`src/rtl/ccr_pkg.sv`:
```
// Purpose: constants for the card and device control register bank
// Assumes: 8-bit configuration byte access, two bridge functions
// Notes:   offsets are configuration byte addresses
package ccr_pkg;
   // ****************************************
   // register offsets
   // ****************************************
   localparam logic [7:0] CCR_OFS_CARD   = 8'h91;
   localparam logic [7:0] CCR_OFS_DEVICE = 8'h92;

   // ****************************************
   // card control fields
   // ****************************************
   localparam int CC_RING_EN   = 7;
   localparam int CC_VIDEO_TRI = 6;
   localparam int CC_PORT_SEL  = 5;
   localparam int CC_AUDIO     = 2;
   localparam int CC_SPEAKER   = 1;
   localparam int CC_INT_FLAG  = 0;
   localparam logic [7:0] CC_RESET      = 8'h00;
   localparam logic [7:0] CC_GLOBAL_MSK = 8'h80;
   localparam logic [7:0] CC_LOCAL_MSK  = 8'h66;

   // ****************************************
   // device control fields
   // ****************************************
   localparam int DC_PWR_LOCK = 7;
   localparam int DC_LV_CAP   = 6;
   localparam int DC_DIAG     = 5;
   localparam int DC_MODE_LO  = 1;
   localparam logic [7:0] DC_RESET      = 8'h66;
   localparam logic [7:0] DC_GLOBAL_MSK = 8'h49;
   localparam logic [7:0] DC_LOCAL_MSK  = 8'hA6;

   // interrupt signalling modes
   typedef enum logic [1:0] {
      CCR_MODE_PCI_PAR  = 2'h0,
      CCR_MODE_IRQ_PAR  = 2'h1,
      CCR_MODE_IRQ_SER  = 2'h2,
      CCR_MODE_ALL_SER  = 2'h3
   } ccr_mode_t;
endpackage : ccr_pkg

```
`src/rtl/ccr_regs.sv`:
```
// Purpose: card control and device control registers of a dual socket bridge
// Assumes: configuration byte writes/reads with function number, synchronous to clk
// Notes:   global bits live once, are written only through function 0 and are read through either function
`timescale 1ns/1ps
module ccr_regs
   import ccr_pkg::*;
(
   input  wire logic       clk,                        // 25 MHz clock
   input  wire logic       reset_n,                    // sync reset, active low
   // configuration access
   input  wire logic       cfg_wr,                     // byte write strobe
   input  wire logic       cfg_rd,                     // byte read strobe
   input  wire logic       cfg_func,                   // function number 0 or 1
   input  wire logic [7:0] cfg_addr,                   // byte offset
   input  wire logic [7:0] cfg_wdata,                  // write data
   output logic      [7:0] cfg_rdata,                  // registered read data
   // socket side
   input  wire logic [1:0] card_irq_event,             // functional interrupt per socket
   input  wire logic [1:0] card_speaker_input,         // speaker per socket
   input  wire logic [1:0] card_audio_input,           // audio per socket
   input  wire logic       ring_indicate_input,        // internal ring event
   input  wire logic       ring_terminal_select,       // 0 routes to ring/wake pin
   input  wire logic [1:0] power_down_req,             // software power down request per socket
   input  wire logic       in_d3,                      // function in D3
   output logic      [1:0] socket_power_down,          // power down granted
   output logic            ring_indicate_output,       // ring/wake terminal
   output logic            multipurpose_ring_output,   // ring on terminal two or four
   output logic      [1:0] video_port_tristate_enable, // video pins high impedance
   output logic            video_select_first,         // socket 0 video owner
   output logic            video_select_second,        // socket 1 video owner
   output logic            audio_pwm_output,           // routed card audio
   output logic            speaker_output,             // speaker data
   output logic            speaker_output_oe,          // speaker pin drive enable
   output logic      [1:0] card_interrupt_flag,        // per socket flags
   output logic            low_voltage_capable_force,  // 3-V capability report
   output logic            diagnostic_io_bit,          // diagnostic bit
   output ccr_mode_t       interrupt_signal_select     // interrupt signalling mode
);
   // ****************************************
   // storage
   // ****************************************
   logic [7:0] cc_global_r;        // ring enable only
   logic [7:0] cc_local_r [2];     // video, port select, audio, speaker
   logic [7:0] dc_global_r;        // capability, test bits
   logic [7:0] dc_shared_r;        // lock, diag, mode
   logic [7:0] rd_nxt;

   // ****************************************
   // decode
   // ****************************************
   wire hit_card   = (cfg_addr == CCR_OFS_CARD);
   wire hit_device = (cfg_addr == CCR_OFS_DEVICE);
   wire fn0        = (cfg_func == 1'b0);
   wire wr_card    = cfg_wr & hit_card;
   wire wr_device  = cfg_wr & hit_device;

   // global parts writable only through function 0
   wire wr_cc_global = wr_card & fn0;
   wire wr_dc_global = wr_device & fn0;

   // per-function card control storage, one copy per socket
   genvar gi;
   generate
      for (gi = 0; gi < 2; gi++) begin : g_sock
         wire wr_local = wr_card & (cfg_func == 1'(gi));
         always_ff @(posedge clk) begin
            if (!reset_n)      cc_local_r[gi] <= CC_RESET;
            else if (wr_local) cc_local_r[gi] <= cfg_wdata & CC_LOCAL_MSK;
         end
         // write one to bit 0 clears; zero leaves it
         ccr_flag u_flag (
            .clk     (clk),
            .reset_n (reset_n),
            .set_ev  (card_irq_event[gi]),
            .clr_ev  (wr_local & cfg_wdata[CC_INT_FLAG]),
            .flag    (card_interrupt_flag[gi])
         );
      end
   endgenerate

   // shared ring enable, one copy for both functions
   always_ff @(posedge clk) begin
      if (!reset_n)          cc_global_r <= CC_RESET & CC_GLOBAL_MSK;
      else if (wr_cc_global) cc_global_r <= cfg_wdata & CC_GLOBAL_MSK;
   end

   // global device control bits: test bits are plain storage
   always_ff @(posedge clk) begin
      if (!reset_n)          dc_global_r <= DC_RESET & DC_GLOBAL_MSK;
      else if (wr_dc_global) dc_global_r <= cfg_wdata & DC_GLOBAL_MSK;
   end

   // remaining device bits shared and written from either function
   always_ff @(posedge clk) begin
      if (!reset_n)       dc_shared_r <= DC_RESET & DC_LOCAL_MSK;
      else if (wr_device) dc_shared_r <= cfg_wdata & DC_LOCAL_MSK;
   end

   // ****************************************
   // read path
   // ****************************************
   // reserved bits 4,3 of card control and 4 of device control never stored
   wire [7:0] cc_view = cc_global_r | cc_local_r[cfg_func]
                      | {7'h00, card_interrupt_flag[cfg_func]};
   wire [7:0] dc_view = dc_global_r | dc_shared_r;

   always_comb begin
      rd_nxt = 8'h00;
      if (cfg_rd && hit_card)   rd_nxt = cc_view;
      if (cfg_rd && hit_device) rd_nxt = dc_view;
   end

   // read data held until the next read
   always_ff @(posedge clk) begin
      if (!reset_n)    cfg_rdata <= 8'h00;
      else if (cfg_rd) cfg_rdata <= rd_nxt;
   end

   // ****************************************
   // ring routing
   // ****************************************
   wire ring_en = cc_global_r[CC_RING_EN];
   // gate ring before either destination so disable blocks all paths
   assign ring_indicate_output     = ring_en & ~ring_terminal_select & ring_indicate_input;
   assign multipurpose_ring_output = ring_en & ring_indicate_input;

   // ****************************************
   // zoomed video
   // ****************************************
   wire zv0 = cc_local_r[0][CC_VIDEO_TRI];
   wire zv1 = cc_local_r[1][CC_VIDEO_TRI];
   // port select is taken from function 0's copy
   wire psel = cc_local_r[0][CC_PORT_SEL];
   assign video_port_tristate_enable = {zv1, zv0};
   assign video_select_first  = zv0 & ~(zv1 & psel);
   assign video_select_second = zv1 & ~(zv0 & ~psel);

   // ****************************************
   // audio and speaker
   // ****************************************
   wire aud0 = cc_local_r[0][CC_AUDIO];
   wire aud1 = cc_local_r[1][CC_AUDIO];
   // socket 0 takes precedence when both route audio
   assign audio_pwm_output = aud0 ? card_audio_input[0]
                                  : (aud1 & card_audio_input[1]);

   wire spk0 = cc_local_r[0][CC_SPEAKER];
   wire spk1 = cc_local_r[1][CC_SPEAKER];
   // a disabled socket contributes zero so it cannot flip the other
   assign speaker_output    = (spk0 & card_speaker_input[0])
                            ^ (spk1 & card_speaker_input[1]);
   assign speaker_output_oe = spk0 | spk1;

   // ****************************************
   // device control outputs
   // ****************************************
   wire pwr_lock = dc_shared_r[DC_PWR_LOCK];
   // lock only matters in D3; outside D3 requests pass
   assign socket_power_down = power_down_req & ~{2{pwr_lock & in_d3}};
   assign low_voltage_capable_force = dc_global_r[DC_LV_CAP];
   assign diagnostic_io_bit         = dc_shared_r[DC_DIAG];
   assign interrupt_signal_select   = ccr_mode_t'(dc_shared_r[DC_MODE_LO +: 2]);
endmodule : ccr_regs

```
`src/rtl/ccr_flag.sv`:
```
// Purpose: one sticky write-one-to-clear interrupt flag
// Assumes: event and clear are single-cycle synchronous qualifiers
// Notes:   a set in the clearing cycle wins
`timescale 1ns/1ps
module ccr_flag (
   input  wire logic clk,       // clock
   input  wire logic reset_n,   // sync reset, active low
   input  wire logic set_ev,    // functional interrupt seen
   input  wire logic clr_ev,    // write of one to the flag
   output logic      flag       // sticky flag
);
   logic flag_r;
   logic flag_nxt;

   // set beats clear so an event in the clearing cycle is kept
   assign flag_nxt = set_ev | (flag_r & ~clr_ev);
   assign flag     = flag_r;

   always_ff @(posedge clk) begin
      if (!reset_n) flag_r <= 1'b0;
      else          flag_r <= flag_nxt;
   end
endmodule : ccr_flag

```
`config.mk`:
```
export PLATFORM = sky130hd
export DESIGN_NAME = ccr_regs
export DESIGN_NICKNAME = d
export VERILOG_FILES = /design/src/rtl/ccr_pkg.sv /design/src/rtl/ccr_regs.sv /design/src/rtl/ccr_flag.sv
export SDC_FILE = /design/constraint.sdc
export NUM_CORES = 1
export LEC_CHECK = 0
export BUFFER_PORTS_ARGS = -buffer_cell sky130_fd_sc_hd__buf_2
export CAP_MARGIN = 5
export CORE_MARGIN = 2
export CORE_UTILIZATION = 43
export CTS_BUF_LIST = sky130_fd_sc_hd__clkbuf_16
export DETAILED_ROUTE_END_ITERATION = 7
export PLACE_DENSITY = 0.75
export SLEW_MARGIN = 5
export SYNTH_ARGS = -nofsm -noshare
export SYNTH_HDL_FRONTEND = slang
export SYNTH_HIERARCHICAL = 1
export SYNTH_SLANG_ARGS = --single-unit
```
`constraint.sdc`:
```
create_clock -name clk -period 1.75 [get_ports clk]
set_clock_uncertainty 0.05 [all_clocks]
set_input_delay 0.4375 -clock clk [delete_from_list [all_inputs] [get_ports clk]]
set_output_delay 0.4375 -clock clk [all_outputs]
set_load 0.02 [all_outputs]
```
==> impl_results.md <==
- Clk root buf: clkbuf_16
- Vias in the first global route: 1156
- Vias per inst: 4.88
- Area of the mapped netlist: 1400 µm²
- Number of setup violations in the final report: 0
- Pre-CTS setup slack: 10.5 ps
- Later-pin clock latency in the skew report: 260 ps
- Layout cells sized above 1: 36.9%
- CTS clk-pin slew, worst paths: 70 ps
- CP Max Fanout: 3
- Overall power: 1.32 mW
- Post-synth ARST share: 0%
- Worst Path Required: 1260 ps
- Multi-input gate area: 714 µm²
- Outcome: complete, no violations
- # DRC: 0
- Reg-to-reg critical path endpoint: cfg_rdata[6]$_SDFFE_PN0P_
- All-Layer GR Usage: 18.9%
- # diodes: 0
- Initial Utilization: 45.3%
- Chip height: 61.0 µm
- Routed length per instance: 12.9 µm
- Post-DP HPWL: 2540 µm
- Simple-Gate Fraction of Synth Area: 32.0%
- Initial antenna violation count: 0
- RSZ-0062 raised after global routing: false
- Period utilisation layout: 93.7%
- WHS Path Cells: 2
- Reg2reg start: cc_local_r[1][3]$_SDFFCE_PN0P_
- Synthesis-to-layout area growth: 29.3%
- Post-Synth XOR/XNOR Area: 0.628%
- Startpoint Class: register
- Syn_nets: 179
- FF/Latch Area: 581 µm²
- H-tree depth: 1
- Final worst setup slack: 110 ps
- Setup CP Type: register to output pin
- Sequential-to-total area share from yosys stat: 41.6%
- Die W: 61.0 µm
- Final Hold Fails: 0
- Number of fillers in the final layout: 287
- Post-CTS setup buffers: 0
- Avg Inst Size Synth: 9.49 µm²
- Final nets: 236
- Max clock buf depth: 2
- First-pass DRT Iterations: 4
- Routed WL: 3200 µm
- Detailed Route Iter0 Violations: 31
- TritonCTS Buffers: 3
- Post-CTS Hold Buffers: 0
- Slew Viols, Final: 0
- PwrDens: 730 nW/µm²
- Tmin final: 1640 ps
- Post-synthesis mux area share: 9.33%
- Leakage: 0.791 nW
- Port bufs: 54
- Core area: 3080 µm²
- Die area: 3720 µm²
- Clock Sinks: 25
- Reg2Reg Setup Slack: 800 ps
- Peak VDD IR: 0.500 mV
- Cell count after synthesis: 147
- Vias post-DR: 1206
- Largest family of logic cells by synthesized area: simple AND/OR/NAND/NOR gates
- MaxCap Viol Count: 0
- CP Data Arrival Time: 1150 ps
- Synth warn: 6
- Final GP Congestion: 0.839
- Synth unique cells: 35
- CTS-repair resized insts: 0
- I/O pin total: 57
- Post-synthesis register bit count: 25
- GRT overflow: 0
- CTS tree: yes
- Pin count of the biggest net entering global routing: 23
- Compound-gate portion of the synthesized area: 8.97%
- Setup TNS: 0 ps
- First-pass GRT wire length: 5040 µm
- ANT nets after route: 0
- Primary FF master, synth: dfxtp_1
- Achievable Freq: 610 MHz
- Post-synth EDFFs: 8
- WHS Endpoint: g_sock[1].u_flag/flag$_SDFF_PN0_
- Row Count: 20
- Worst Setup End Kind: output pin
- R2R cell count: 2
- Worst hold path type: primary input to register
- Post-Synth Adder-Cell Area: 0%
- Critical hold path startpoint: card_irq_event[1]
[layout by cell type (no fill, tap or decap), drive strengths merged]
master    Yosys  layout
nor4b         1       1
inv           7       7
and2          2       2
xor2          1       1
nand3b        2       2
and4          3       3
clkbuf        3       3
dfxtp        17      17
mux2i        13      13
and4bb        1       1
or2           1       1
o31ai         2       2
buf           9      64
and4b         1       1
conb          1       1
o21ai         2       2
edfxtp        8       8
clkinvlp      0       1
nor3          5       5
a21boi        5       5
nand3         6       6
nor2          4       4
and3          1       1
o211ai        4       4
nor2b        16      16
a2bb2oi       2       2
nand2        19      19
o21a          2       2
nand4         7       7
nand2b        2       2
[cell families (layout without fill, tap and decap cells)]
logic type,after synthesis,count (layout)
buf+inv,19,75
compound gates,17,17
simple gates,71,71
flops,25,25
other cells,1,1
xor+xnor,1,1
mux,13,13
[metrics by stage]
stage | std cells | hold WS [ps] | instance area [µm²] | utilization [%]
2_1_floorplan | 147 | 380 | 1400 | -
3_3_place_gp | 243 | 391 | 1720 | 55.9
3_5_place_dp | 243 | 402 | 1720 | 55.9
4_1_cts | 247 | 334 | 1800 | 58.6
5_1_grt | 247 | 341 | 1800 | 58.6
6_report | 247 | 338 | 1800 | 58.6
[area by class of cell]
type / instances / share of cell area (%)
Timing Repair Buffer: 64 / 19.1
Multi-Input combinational cell: 103 / 39.6
Sequential cell: 25 / 32.2
Clock inverter: 1 / 0.416
Inverter: 7 / 1.46
Clock buffer: 3 / 4.16
Tap cell: 44 / 3.05
[metal layers]
metal,share of wire (%),track usage (%)
met2,48,32.1
met3,5.4,3.20
met4,2.5,9.01
met1,44,23.1
met5,0,0
[worst max path at each step]
stage                                   startpoint                             end  slack [ps]  cells after the start
CTS                 cc_local_r[0][0]$_SDFFCE_PN0P_               speaker_output_oe         120                      2
floorplan                              cfg_addr[3]  cc_local_r[1][0]$_SDFFCE_PN0P_          50                      4
finish              cc_local_r[0][0]$_SDFFCE_PN0P_               speaker_output_oe         110                      2
global placement                       cfg_addr[3]  cc_local_r[1][3]$_SDFFCE_PN0P_           9                      6
global route        cc_local_r[0][0]$_SDFFCE_PN0P_               speaker_output_oe          90                      2
detailed placement                     cfg_addr[3]  cc_local_r[1][1]$_SDFFCE_PN0P_          10                      6
[synthesized netlist by cell type, types with 2 or more instances]
cell type,number,area [µm²]
a21boi_0,5,37.5
inv_1,7,26.3
o211ai_1,4,30.0
nand2b_1,2,12.5
dfxtp_1,17,340
and2_1,2,12.5
nand4_1,5,31.3
nor2b_4,2,27.5
buf_2,4,20.0
and4_1,3,26.3
o21ai_0,2,10.0
nor2_1,4,15.0
nand3_1,6,30.0
nand3b_1,2,15.0
edfxtp_1,8,240
nor3_1,5,25.0
buf_4,4,30.0
o31ai_1,2,15.0
nand2_1,19,71.3
mux2i_1,13,130
a2bb2oi_1,2,17.5
clkbuf_1,2,7.51
o21a_1,2,15.0
nor2b_1,14,87.6
[flip-flops by register name (all words and copies together) (netlist names)]
register,cells
dc_global_r,3
dc_shared_r,4
cc_global_r,1
cfg_rdata,7
cc_local_r,8
g_sock.u_flag/flag,2
[where the power goes]
group	switching (mW)	leakage, nW	internal, mW
clock	0.208	0.0371	0.310
combinational	0.0997	0.540	0.0785
sequential	0.00962	0.214	0.611
total	0.317	0.791	1.00
[worst max-delay path: stages (launching register included)]
cell      delay [ps]
edfxtp_1         430
or2_2            300
buf_2            160
No activity file was read; power rests on OpenSTA's default activity.
